**src/design/hfp_pkg.sv**
```systemverilog
/*
 * Shared constants and types for the host FIFO port access block.
 * Assumes one 10 MHz clock and a host that moves 32-bit words as two 16-bit halves.
 */
package hfp_pkg;
	// ==========================================================
	// Widths and depths
	localparam int DW    = 32;
	localparam int HW    = 16;
	localparam int AW    = 8;
	localparam int DEPTH = 8;
	localparam int CW    = 4;
	localparam int NQ    = 4;
	localparam int NEV   = 4;
	localparam int KW    = 8;

	// ==========================================================
	// Queue indices
	localparam int Q_RXS = 0;
	localparam int Q_RXD = 1;
	localparam int Q_TXS = 2;
	localparam int Q_TXD = 3;

	// ==========================================================
	// Host address map, byte offsets
	localparam logic [AW-1:0] OFF_RXD      = 8'h00;
	localparam logic [AW-1:0] OFF_TXD      = 8'h40;
	localparam logic [AW-1:0] ALIAS_MASK   = 8'hC0;
	localparam logic [AW-1:0] OFF_RXS_POP  = 8'h80;
	localparam logic [AW-1:0] OFF_RXS_PEEK = 8'h84;
	localparam logic [AW-1:0] OFF_TXS_POP  = 8'h88;
	localparam logic [AW-1:0] OFF_TXS_PEEK = 8'h8C;
	localparam logic [AW-1:0] OFF_EVT      = 8'h90;
	localparam logic [AW-1:0] OFF_CTL      = 8'h94;
	localparam logic [AW-1:0] OFF_CFG      = 8'h98;
	localparam logic [AW-1:0] OFF_WO       = 8'h9C;
	localparam logic [AW-1:0] OFF_ID       = 8'hA0;
	localparam int            HALF_BIT     = 1;

	// ==========================================================
	// Field positions
	localparam int EVT_W1C_LSB  = 0;
	localparam int EVT_RC_LSB   = 4;
	localparam int EVT_LH_BIT   = 8;
	localparam int EVT_LL_BIT   = 9;
	localparam int CTL_SRST_BIT = 0;
	localparam int CTL_KEEP_LSB = 8;
	localparam int CFG_RXD_LSB  = 0;
	localparam int CFG_TXD_LSB  = 8;
	localparam int CFG_RXS_LSB  = 16;

	// ==========================================================
	// Reset values
	localparam logic [DW-1:0] CFG_MASK = 32'h000F_0F0F;
	localparam logic [DW-1:0] CFG_RST  = 32'h0008_0808;
	localparam logic [DW-1:0] WO_RST   = 32'h0000_0000;
	localparam logic [KW-1:0] KEEP_RST = 8'h00;
	localparam logic [CW-1:0] FULL_LIM = 4'h8;
	// Arbitrary identity value
	localparam logic [DW-1:0] ID_VALUE = 32'h0000_A5A5;

	typedef enum logic [3:0] {
		R_NONE, R_RXD, R_TXD, R_RXS_POP, R_RXS_PEEK, R_TXS_POP,
		R_TXS_PEEK, R_EVT, R_CTL, R_CFG, R_WO, R_ID
	} hfp_region_t;

	typedef struct packed {
		logic [AW-1:0] addr;
		logic          rd;
		logic          wr;
		logic [HW-1:0] wdata;
	} hfp_host_req_t;

	typedef struct packed {
		logic          push;
		logic [DW-1:0] data;
	} hfp_push_t;
endpackage

```
**src/design/hfp_fifo.sv**
```systemverilog
/*
 * Shift-register queue: head is always entry 0, flags are registered.
 * Assumes push and pop are single-cycle requests taken while ce is high.
 */
module hfp_fifo import hfp_pkg::*; (
	input  wire logic          clk,
	input  wire logic          rstn,
	input  wire logic          ce,
	input  wire logic          flush,
	input  wire logic [CW-1:0] limit,
	input  wire logic          push,
	input  wire logic [DW-1:0] din,
	input  wire logic          pop,
	output logic      [DW-1:0] head,
	output logic               full,
	output logic               empty,
	output logic      [CW-1:0] count
);
	logic [DW-1:0] mem_q [DEPTH];
	logic [CW-1:0] cnt_q;
	logic [CW-1:0] cnt_d;
	logic          do_push;
	logic          do_pop;

	assign do_pop  = pop && !empty;
	assign do_push = push && !full;
	assign cnt_d   = cnt_q + CW'(do_push) - CW'(do_pop);
	assign head    = mem_q[0];
	assign count   = cnt_q;

	// ==========================================================
	// Occupancy and flags
	always_ff @(posedge clk or negedge rstn) begin
		if (!rstn) begin
			cnt_q <= '0;
			full  <= 1'b0;
			empty <= 1'b1;
		end else if (ce) begin
			if (flush) begin
				cnt_q <= '0;
				full  <= (limit == '0);
				empty <= 1'b1;
			end else begin
				cnt_q <= cnt_d;
				// Limit caps capacity at or below the physical depth
				full  <= (cnt_d >= limit) || (cnt_d == CW'(DEPTH));
				empty <= (cnt_d == '0);
			end
		end
	end

	// ==========================================================
	// Storage
	for (genvar i = 0; i < DEPTH; i++) begin : g_ent
		localparam int NX = (i == DEPTH - 1) ? i : i + 1;
		always_ff @(posedge clk or negedge rstn) begin
			if (!rstn) begin
				mem_q[i] <= '0;
			end else if (ce && !flush) begin
				if (do_push && (CW'(i) == cnt_q - CW'(do_pop))) begin
					mem_q[i] <= din;
				end else if (do_pop) begin
					mem_q[i] <= mem_q[NX];
				end
			end
		end
	end
endmodule

```
**src/design/hfp_top.sv**
```systemverilog
/*
 * Host access port: queue pop, peek and alias windows plus attribute registers.
 * Assumes a host that issues low half then high half of each 32-bit word.
 */
// Functional notes
// - Writes to read-only fields change nothing
// - Write-only locations read back as zero
// - Writing one clears bit, zero ignored
// - Read returns value then clears bits
// - Latched bits hold until register read
// - Kept field survives software reset
// - Every reset loads register defaults, except the kept field on software reset
// - Four queues, three sizes configurable
// - Receive queues read-only, separate locations
// - Receive status pop read removes head
// - Receive status peek leaves queue intact
// - Receive data read advances queue
// - Receive data at sixteen aliased words
// - Transmit status pop read removes head
// - Transmit status peek leaves queue intact
// - Transmit data writes through sixteen aliases
// - Two 16-bit halves form one word
module hfp_top import hfp_pkg::*; (
	input  wire logic           clk,
	input  wire logic           rstn,
	input  wire logic           ce,
	input  wire hfp_host_req_t  host_req,
	output logic      [HW-1:0]  host_rdata,
	output logic                host_rvalid,
	input  wire hfp_push_t      rxs_in,
	input  wire hfp_push_t      rxd_in,
	input  wire hfp_push_t      txs_in,
	output logic                rxs_full,
	output logic                rxd_full,
	output logic                txs_full,
	input  wire logic           txd_pop,
	output logic      [DW-1:0]  txd_head,
	output logic                txd_empty,
	input  wire logic [NEV-1:0] ev_w1c,
	input  wire logic [NEV-1:0] ev_rc,
	input  wire logic           link_up,
	output logic      [DW-1:0]  tx_cmd
);
	hfp_region_t    rg;
	logic           hi;
	logic           rd_lo;
	logic           rd_hi;
	logic           wr_lo;
	logic           wr_hi;
	logic           evt_rd;
	logic [DW-1:0]  wword;
	logic [DW-1:0]  rword;
	logic [DW-1:0]  hold_q;
	logic [HW-1:0]  wlo_q;
	logic [NEV-1:0] w1c_q;
	logic [NEV-1:0] rc_q;
	logic           lh_q;
	logic           ll_q;
	logic           soft_q;
	logic [KW-1:0]  keep_q;
	logic [DW-1:0]  cfg_q;
	logic [DW-1:0]  wo_q;
	logic [NQ-1:0]  q_push;
	logic [NQ-1:0]  q_pop;
	logic [NQ-1:0]  q_full;
	logic [NQ-1:0]  q_empty;
	logic [DW-1:0]  q_din  [NQ];
	logic [DW-1:0]  q_head [NQ];
	logic [CW-1:0]  q_lim  [NQ];
	logic [CW-1:0]  q_cnt  [NQ];

	// ==========================================================
	// Address decode
	function automatic hfp_region_t region_of(input logic [AW-1:0] a);
		logic [AW-1:0] dw;
		dw = {a[AW-1:2], 2'b00};
		if ((dw & ALIAS_MASK) == OFF_RXD) begin
			return R_RXD;
		end else if ((dw & ALIAS_MASK) == OFF_TXD) begin
			return R_TXD;
		end
		case (dw)
			OFF_RXS_POP:  return R_RXS_POP;
			OFF_RXS_PEEK: return R_RXS_PEEK;
			OFF_TXS_POP:  return R_TXS_POP;
			OFF_TXS_PEEK: return R_TXS_PEEK;
			OFF_EVT:      return R_EVT;
			OFF_CTL:      return R_CTL;
			OFF_CFG:      return R_CFG;
			OFF_WO:       return R_WO;
			OFF_ID:       return R_ID;
			default:      return R_NONE;
		endcase
	endfunction

	assign rg     = region_of(host_req.addr);
	assign hi     = host_req.addr[HALF_BIT];
	assign rd_lo  = ce && host_req.rd && !hi;
	assign rd_hi  = ce && host_req.rd && hi;
	assign wr_lo  = ce && host_req.wr && !hi;
	assign wr_hi  = ce && host_req.wr && hi;
	assign wword  = {host_req.wdata, wlo_q};
	// register read taken at low half
	assign evt_rd = rd_lo && (rg == R_EVT);

	// ==========================================================
	// Read word assembly
	always_comb begin
		rword = '0;
		case (rg)
			R_RXD: rword = q_head[Q_RXD];
			// peek shares the pop data path
			R_RXS_POP, R_RXS_PEEK: rword = q_head[Q_RXS];
			// peek shares the pop data path
			R_TXS_POP, R_TXS_PEEK: rword = q_head[Q_TXS];
			R_EVT: begin
				rword[EVT_W1C_LSB +: NEV] = w1c_q;
				rword[EVT_RC_LSB +: NEV]  = rc_q;
				rword[EVT_LH_BIT]         = lh_q;
				rword[EVT_LL_BIT]         = ll_q;
			end
			R_CTL: begin
				rword[CTL_SRST_BIT]       = soft_q;
				rword[CTL_KEEP_LSB +: KW] = keep_q;
			end
			R_CFG: rword = cfg_q;
			R_ID:  rword = ID_VALUE;
			default: rword = '0;
		endcase
	end

	// ==========================================================
	// Host read path
	always_ff @(posedge clk or negedge rstn) begin
		if (!rstn) begin
			host_rvalid <= 1'b0;
			host_rdata  <= '0;
			hold_q      <= '0;
		end else if (ce) begin
			host_rvalid <= host_req.rd;
			if (rd_lo) begin
				hold_q     <= rword;
				host_rdata <= rword[HW-1:0];
			end else if (rd_hi) begin
				host_rdata <= hold_q[DW-1:HW];
			end
		end
	end

	// Low half of a write waits for its partner
	always_ff @(posedge clk or negedge rstn) begin
		if (!rstn) begin
			wlo_q <= '0;
		end else if (wr_lo) begin
			wlo_q <= host_req.wdata;
		end
	end

	// ==========================================================
	// Event flags; a new event beats a write or read clear, but software reset clears it
	always_ff @(posedge clk or negedge rstn) begin
		if (!rstn) begin
			w1c_q <= '0;
		end else if (ce) begin
			if (soft_q) begin
				w1c_q <= '0;
			end else if (wr_hi && (rg == R_EVT)) begin
				w1c_q <= (w1c_q & ~wword[EVT_W1C_LSB +: NEV]) | ev_w1c;
			end else begin
				w1c_q <= w1c_q | ev_w1c;
			end
		end
	end

	always_ff @(posedge clk or negedge rstn) begin
		if (!rstn) begin
			rc_q <= '0;
		end else if (ce) begin
			if (soft_q) begin
				rc_q <= '0;
			end else begin
				rc_q <= (evt_rd ? '0 : rc_q) | ev_rc;
			end
		end
	end

	always_ff @(posedge clk or negedge rstn) begin
		if (!rstn) begin
			lh_q <= 1'b0;
			ll_q <= 1'b0;
		end else if (ce) begin
			if (soft_q) begin
				lh_q <= 1'b0;
				ll_q <= 1'b0;
			end else begin
				lh_q <= (lh_q && !evt_rd) || link_up;
				ll_q <= (ll_q && !evt_rd) || !link_up;
			end
		end
	end

	// ==========================================================
	// Control and configuration
	always_ff @(posedge clk or negedge rstn) begin
		if (!rstn) begin
			soft_q <= 1'b0;
		end else if (ce) begin
			// Self-clearing one-cycle software reset
			soft_q <= wr_hi && (rg == R_CTL) && wword[CTL_SRST_BIT] && !soft_q;
		end
	end

	always_ff @(posedge clk or negedge rstn) begin
		if (!rstn) begin
			keep_q <= KEEP_RST;
		end else if (wr_hi && (rg == R_CTL)) begin
			keep_q <= wword[CTL_KEEP_LSB +: KW];
		end
	end

	always_ff @(posedge clk or negedge rstn) begin
		if (!rstn) begin
			cfg_q <= CFG_RST;
			wo_q  <= WO_RST;
		end else if (ce) begin
			if (soft_q) begin
				cfg_q <= CFG_RST;
				wo_q  <= WO_RST;
			end else if (wr_hi) begin
				if (rg == R_CFG) begin
					cfg_q <= wword & CFG_MASK;
				end
				if (rg == R_WO) begin
					wo_q <= wword;
				end
			end
		end
	end

	assign tx_cmd = wo_q;

	// ==========================================================
	// Queues
	// sizes from config, transmit status fixed
	assign q_lim[Q_RXS] = cfg_q[CFG_RXS_LSB +: CW];
	assign q_lim[Q_RXD] = cfg_q[CFG_RXD_LSB +: CW];
	assign q_lim[Q_TXS] = FULL_LIM;
	assign q_lim[Q_TXD] = cfg_q[CFG_TXD_LSB +: CW];

	assign q_push[Q_RXS] = rxs_in.push;
	assign q_push[Q_RXD] = rxd_in.push;
	assign q_push[Q_TXS] = txs_in.push;
	assign q_push[Q_TXD] = wr_hi && (rg == R_TXD);
	assign q_din[Q_RXS]  = rxs_in.data;
	assign q_din[Q_RXD]  = rxd_in.data;
	assign q_din[Q_TXS]  = txs_in.data;
	assign q_din[Q_TXD]  = wword;

	assign q_pop[Q_RXS] = rd_hi && (rg == R_RXS_POP);
	assign q_pop[Q_RXD] = rd_hi && (rg == R_RXD);
	assign q_pop[Q_TXS] = rd_hi && (rg == R_TXS_POP);
	assign q_pop[Q_TXD] = txd_pop;

	for (genvar q = 0; q < NQ; q++) begin : g_q
		hfp_fifo u_fifo (
			.clk   (clk),
			.rstn  (rstn),
			.ce    (ce),
			.flush (soft_q),
			.limit (q_lim[q]),
			.push  (q_push[q]),
			.din   (q_din[q]),
			.pop   (q_pop[q]),
			.head  (q_head[q]),
			.full  (q_full[q]),
			.empty (q_empty[q]),
			.count (q_cnt[q])
		);
	end

	assign rxs_full  = q_full[Q_RXS];
	assign rxd_full  = q_full[Q_RXD];
	assign txs_full  = q_full[Q_TXS];
	assign txd_head  = q_head[Q_TXD];
	assign txd_empty = q_empty[Q_TXD];
endmodule

```
**config.mk**
```make
export PLATFORM = sky130hd
export DESIGN_NAME = hfp_top
export DESIGN_NICKNAME = d
export VERILOG_FILES = /design/src/design/hfp_pkg.sv /design/src/design/hfp_fifo.sv /design/src/design/hfp_top.sv
export SDC_FILE = /design/constraint.sdc
export NUM_CORES = 2
export LEC_CHECK = 0
export BUFFER_PORTS_ARGS = -buffer_cell sky130_fd_sc_hd__buf_2
export CAP_MARGIN = 0
export CORE_UTILIZATION = 46
export CTS_CLUSTER_DIAMETER = 80
export DETAILED_ROUTE_END_ITERATION = 12
export REMOVE_ABC_BUFFERS = 1
export SYNTH_ARGS = -nofsm -noshare
export SYNTH_HDL_FRONTEND = slang
export SYNTH_HIERARCHICAL = 1
export SYNTH_SLANG_ARGS = --single-unit
```
**constraint.sdc**
```tcl
create_clock -name clk -period 7.1 [get_ports clk]
set_input_delay 0.355 -clock clk [delete_from_list [all_inputs] [get_ports clk]]
set_output_delay 0.355 -clock clk [all_outputs]
set_load 0.01 [all_outputs]
```
; ---- Word level (Yosys, flattened, before mapping)
; Index checks and enable logic that the tools add are counted.
[word_totals]
ff_bits = 1196
output_inout_bits = 85
[classes]
n_addsub = 12
magnitude_cmp = 4
eq_ne = 53
mux = 93
bitwise = 5
reduce_logical = 158
[op_table]
columns = operator, n
row1 = 2-to-1 mux 32 bit, 62
row2 = AND reduction 2 bit, 34
row3 = equality test 3 x 4 -> 1 bit (first input constant), 16
row4 = one-hot mux 16 bit (4 select lines), 1
row5 = nonzero test 2 bit, 32
row6 = logical AND 1 bit, 58
row7 = equality test 6 bit (second input constant), 9
row8 = logical NOT 4 bit, 11
row9 = 2-to-1 mux 4 bit, 11
row10 = one-hot mux 7 bit (6 select lines), 1
row11 = one-hot mux 4 bit (9 select lines), 1
row12 = one-hot mux 6 bit (6 select lines), 1
row13 = equality test 2 x 4 -> 1 bit (first input constant), 8
row14 = equality test 4 bit (second input constant), 8
row15 = 2-to-1 mux 16 bit, 2
row16 = subtractor 4 x 1 -> 4 bit, 8
row17 = adder 4 x 1 -> 4 bit, 4
row18 = equality test 1 x 4 -> 1 bit (first input constant), 4
row19 = equality test 4 x 3 -> 1 bit (second input constant), 4
row20 = one-hot mux 2 bit (7 select lines), 1
row21 = greater-or-equal comparator 4 bit, 3
row22 = logical NOT 1 bit, 12
row23 = 2-to-1 mux 1 bit, 12
row24 = bitwise OR 4 bit, 3
row25 = other kinds (11), 19

; ---- Logic depth before layout (Yosys ltp)
[logic_depth]
depth_word = 12
mapped_depth = 18

; ---- Modules after synthesis
; Netlist, hierarchy kept.
[by_module_without_submodules]
columns = mod, n_inst, cells_per_inst, area_each_um2, seq_area_each_um2
row1 = hfp_fifo (g_q[2].u_fifo ...), 2, 1101, 13111.3, 6557.5
row2 = hfp_fifo (g_q[0].u_fifo), 1, 1100, 13275.2, 6557.5
row3 = hfp_fifo (g_q[1].u_fifo), 1, 1100, 13222.7, 6557.5
row4 = hfp_top, 1, 568, 5718.0, 2806.4

; ---- Least setup slack after synthesis
; Ideal clock, no wire load.
[synth_path]
kind = input to register
start = input host_req[23] (netlist bit)
end = register g_q[0].u_fifo.full
setup_ns = 0.126
arrival_ns = 3.571
required_time_ns = 6.974
path_slack_ns = 3.403
cell_stages = 14
path_buffers = 4
path_cell_list = buf_4 > or4b_4 > buf_6 > buf_6 > nor4_2 > nor2b_1 > buf_2 > xnor2_1 > ha_1 > fa_1 > ha_1 > a21oi_1 > o32ai_1 > a311o_1
[synth_via]
elab_chain_cells = 10
elab_cells_between_ends = 19
cone_classes = add/sub (1) / order compare (1) / eq/ne (11) / mux (3) / reduce/logical (3)
[synth_lines]
columns = element, line
row1 = from (decl), hfp_top.sv:27  ; input wire hfp_host_req_t host_req,
row2 = equality test 6 bit, hfp_top.sv:82  ; case (dw)
row3 = one-hot mux 4 bit (9 select lines) *, hfp_top.sv:82
row4 = 2-to-1 mux 4 bit *, hfp_top.sv:82
row5 = equality test 4 x 2 -> 1 bit *, hfp_top.sv:259  ; assign q_pop[Q_RXS] = rd_hi && (rg == R_RXS_POP);
row6 = logical AND 1 bit *, hfp_top.sv:259
row7 = via q_pop[0], hfp_top.sv:64  ; logic [NQ-1:0] q_pop;
row8 = logical AND 1 bit *, hfp_fifo.sv:25  ; assign do_pop = pop && !empty;
row9 = subtractor 4 x 1 -> 4 bit *, hfp_fifo.sv:27  ; assign cnt_d = cnt_q + CW'(do_push) - CW'(do_pop);
row10 = greater-or-equal comparator 4 bit or equality test 4 bit (tied branches), hfp_fifo.sv:46  ; full <= (cnt_d >= limit) || (cnt_d == CW'(DEPTH));
row11 = logical OR 1 bit *, hfp_fifo.sv:46
row12 = 2-to-1 mux 1 bit *, hfp_fifo.sv:39  ; if (flush) begin
row13 = to (signal assigned), hfp_fifo.sv:41  ; full <= (limit == '0);
row14 = to (signal assigned), hfp_fifo.sv:46
row15 = to (decl), hfp_fifo.sv:15  ; output logic full,
; The timed path passes the listed nets; every way through them passes the cells marked *.
; A chain may end at the register's enable or synchronous reset.

; ---- Worst setup path after layout
[layout_path]
start = input ce
end = register g_q[2].u_fifo/mem_q[175] (netlist bit)
[layout_via]
elab_chain_cells = 9
elab_cells_between_ends = 11
cone_classes = add/sub (1) / eq/ne (1) / mux (1) / reduce/logical (8)
[layout_lines]
columns = element, line
row1 = from (decl), hfp_top.sv:26  ; input wire logic ce,
row2 = logical AND 1 bit * (2 in a row), hfp_top.sv:99  ; assign rd_hi = ce && host_req.rd && hi;
row3 = logical AND 1 bit *, hfp_top.sv:261  ; assign q_pop[Q_TXS] = rd_hi && (rg == R_TXS_POP);
row4 = via q_pop[2], hfp_top.sv:64
row5 = logical AND 1 bit *, hfp_fifo.sv:25
row6 = subtractor 4 x 1 -> 4 bit, hfp_fifo.sv:60  ; if (do_push && (CW'(i) == cnt_q - CW'(do_pop))) begin
row7 = equality test 2 x 4 -> 1 bit, hfp_fifo.sv:60
row8 = logical AND 1 bit, hfp_fifo.sv:60
row9 = nonzero test 2 bit (no line), --
row10 = AND reduction 2 bit (no line), --
row11 = "to (signal, indexed assignment)", hfp_fifo.sv:61  ; mem_q[i] <= din;
row12 = "to (signal, indexed assignment)", hfp_fifo.sv:63  ; mem_q[i] <= mem_q[NX];
row13 = to (decl), hfp_fifo.sv:19  ; logic [DW-1:0] mem_q [DEPTH];
; Marked as above.

==> impl_results.md <==
* Top layer in use: met5
* Initial DRC count at ~4200
* Initial antenna violation count at 11
* DR WL/cell at 25.36 um
* Number of flops mapped to enable cells by yosys at 0
* CTS clk-pin slew, worst paths at roughly 0.050 ns
* Total Die Area at between 100000 and 150000 sq um
* CP Launch Type: input port
* Final net count at 5040
* Final period util at 0.6276
* Routability Congestion at roughly 0.88
* WP data arrival at just over 5 ns
* Synth Area in XOR/XNOR at 0.008372
* Die X-Extent at roughly 360 um
* Syn avg cell area at roughly 12 sq um
* H-tree levels at 4
* Initial core utilization at 0.4642
* Worst-margin pin slew at about 1.2 ns
* Filler cells at approximately 11000
* Final ANT Viol Nets at 0
* Final min period at 4.456 ns
* Row cnt at 130
* Mux share of post-synthesis cell area at 0.03432
* CTS max path bufs at 3
* FF/Latch Area at ~29000 sq um
* Normalized max-slew margin at 0.2051
* Area fraction in compound gates after synthesis at 0.3273
* Clk sinks at about 1200
* Drt total wl at 167700 um
* Footprint of the multi-input gates at 26070 sq um
* WL met3 at ~10000 um
* IO Port Bufs at ~220
* Post-Route Setup TNS at 0 ns
* Hold WS at a little over 0.06 ns
* Worst-case clock skew at between 0.02 and 0.025 ns
* Static leakage at roughly 28 nW
* M1 WL at 76080 um
* Hold-fix buffer count after cts at about 120
* Via/cell ratio at between 6 and 7
* Synth top area cells: dfrtp_1 (49%), o221a_2 (15%), a211o_1 (7.5%)
* Reg-to-Reg Start: soft_q
* IO Pins at roughly 220
* Count leader, synth: dfrtp_1
* GRT Total Usage at 0.2600
* Worst-Skew Late Latency at 0.78 ns
* Critical Path RT at between 7 and 8 ns
* Met2 wire length at slightly below 80000 um
* Largest area contributor in the netlist: dfrtp_1
* First-pass GRT wire length at 262000 um
* Netlist cell types at slightly below 90
* Worst vdd ir at ~0.23 mV
* Status: complete, no violations
* Seq/Total Area, Yosys at 0.4969
* Via count at 42879
* Area grow syn2layout at 10.81%
* Final HPWL DP at around 99000 um
* Final hold violations at 0
* CTS Buf Count at roughly 130
* Largest family of logic cells by synthesized area: compound AO/OA/AOI/OAI gates
* Post-CTS Setup Bufs at 0
* Largest net degree at the start of global routing at about 170
* Max Clock Freq at around 220 MHz
* 1st-pass router iterations at 6
* Crit. End Element: flop
* Vias in the first global route at 42356
* Share of Yosys cell area claimed by the top area cell type at 0.4937
* Placed Area at ~59000 sq um
* Max-cap check violation count at 0
* DRC Markers at 0
* Yosys warnings at 6
* Synth async-reset ratio at 1.000
* Top cells by count, synth: dfrtp_1 (1153), o221a_2 (780), a211o_1 (502)
* Die height at about 360 um
* PD cells at between 300 and 400 nW/um^2
* Yosys reg bits at approximately 1200
* Share of layout cells above drive strength 1 at 0.3048
* Hold path startpoint: txs_in[12]
* Core area at around 130000 sq um
* Post-route cell area at roughly 65000 sq um
* Simple-gate share of the synthesized area at 0.06220
* Cts repair resizes at 0
* Final-report setup violation count at 0
* RSZ-0062 raised after global routing: false
* CTS tree: yes
* Post-Syn Instances at approximately 5000
* Hold crit path type: in -> reg
* Synth Cell Area at ~58000 sq um
* Final Max Tran Viols at 0
* CP max FO at 33
* Adder-Cell Fraction of Synth Area at 0.009592
* WS Path Type: in -> reg
* Dominant synthesized flop cell: dfrtp_1
* Grt total ovfl at 0
* Clock Tree Root: clkbuf_16
* Critical Path Source: ce
sequential cells by signal, indices dropped and copies added (netlist names), 12 cells and up:
register / cells
g_q.u_fifo/count: 16
hold_q: 16
cfg_q: 12
tx_cmd: 32
g_q.u_fifo/mem_q: 896
host_rdata: 16
g_q.u_fifo/head: 128
wlo_q: 16
metal layers:
metal	GRT usage	up-vias
met5	0	-
met4	0.08460	8
met3	0.04827	222
met2	0.4078	1196
met1	0.3628	22291
li1	-	19162
per-stage QoR:
| stage | instances | total power, mW | utilization | setup WS [ns] |
|---|---|---|---|---|
| final | 6610 | 23.96 | 0.5144 | 2.644 |
| after global routing | 6607 | 25.24 | 0.5143 | 2.409 |
| after global placement | 6258 | 16.90 | 0.4708 | 2.521 |
| after floorplan | 4284 | 15.09 | - | -0.7670 |
| after detailed placement | 6258 | 17.10 | 0.4708 | 2.499 |
| after CTS | 6607 | 24.12 | 0.5143 | 2.801 |
path summary, 6_finish.rpt:
path,slack [ns],cells past startpoint,end
min in group asynchronous,0.15,2,tx_cmd[23]
min,0.06,2,g_q[2].u_fifo/mem_q[12]
min reg2reg,0.47,2,tx_cmd[22]
max in group asynchronous,4.87,4,g_q[2].u_fifo/mem_q[4]
max reg2reg,3.28,7,g_q[3].u_fifo/mem_q[1]
max,2.64,15,g_q[2].u_fifo/mem_q[175]
cells by family after synthesis:
| group | count (synthesis) |
|---|---|
| other | 2 |
| DFF | 1160 |
| buffers and inverters | 729 |
| adders and majority gates | 43 |
| xor gates and xnor gates | 43 |
| AOI/OAI and AO/OA | 2035 |
| and+or+nand+nor | 777 |
| muxes | 181 |
report_power, final:
part / switching [mW] / leakage (nW) / internal, mW / total (mW)
clock network: 2.83 / 2.13 / 4.00 / 6.83
logic: 2.30 / 11.8 / 3.37 / 5.67
registers: 2.17 / 14.4 / 9.28 / 11.5
critical path, cell delays in order:
cell           delay, ns
dlygate4sd3_1       0.53
buf_2               0.31
and2_0              0.18
buf_4               0.27
nand2_1             0.18
nor3_1              0.69
nor3b_2             0.31
ha_1                0.22
xor2_1              0.33
nor3_1              0.12
nand4_1             0.12
buf_4               0.43
nand2_1             0.35
buf_4               0.38
o221a_2             0.29
placed cells by master, fill, tap and decap left out, drive strengths merged, types with 20 or more instances in the layout:
master	instances
mux2i	26
clkbuf	194
inv	42
nand2b	55
ha	36
dfrtp	1153
nand3	20
clkinv	26
nand3b	20
nor2	444
buf	324
o21ai	95
dlygate4sd3	118
o221a	893
a21oi	43
xnor2	30
o21bai	376
nand2	130
a211o	502
mux2	155
a211oi	22
nor3	24
layout make-up:
type / count / area share
sequential: 1160 / 0.4484
antenna: 3 / 0.0001159
tap: 1650 / 0.03188
inverter: 37 / 0.002145
multi-input combinational: 3087 / 0.4025
timing repair buffer: 442 / 0.04846
clock buffer: 194 / 0.06040
clock inverter: 37 / 0.006048
No activity file was read; power rests on OpenSTA's default activity.
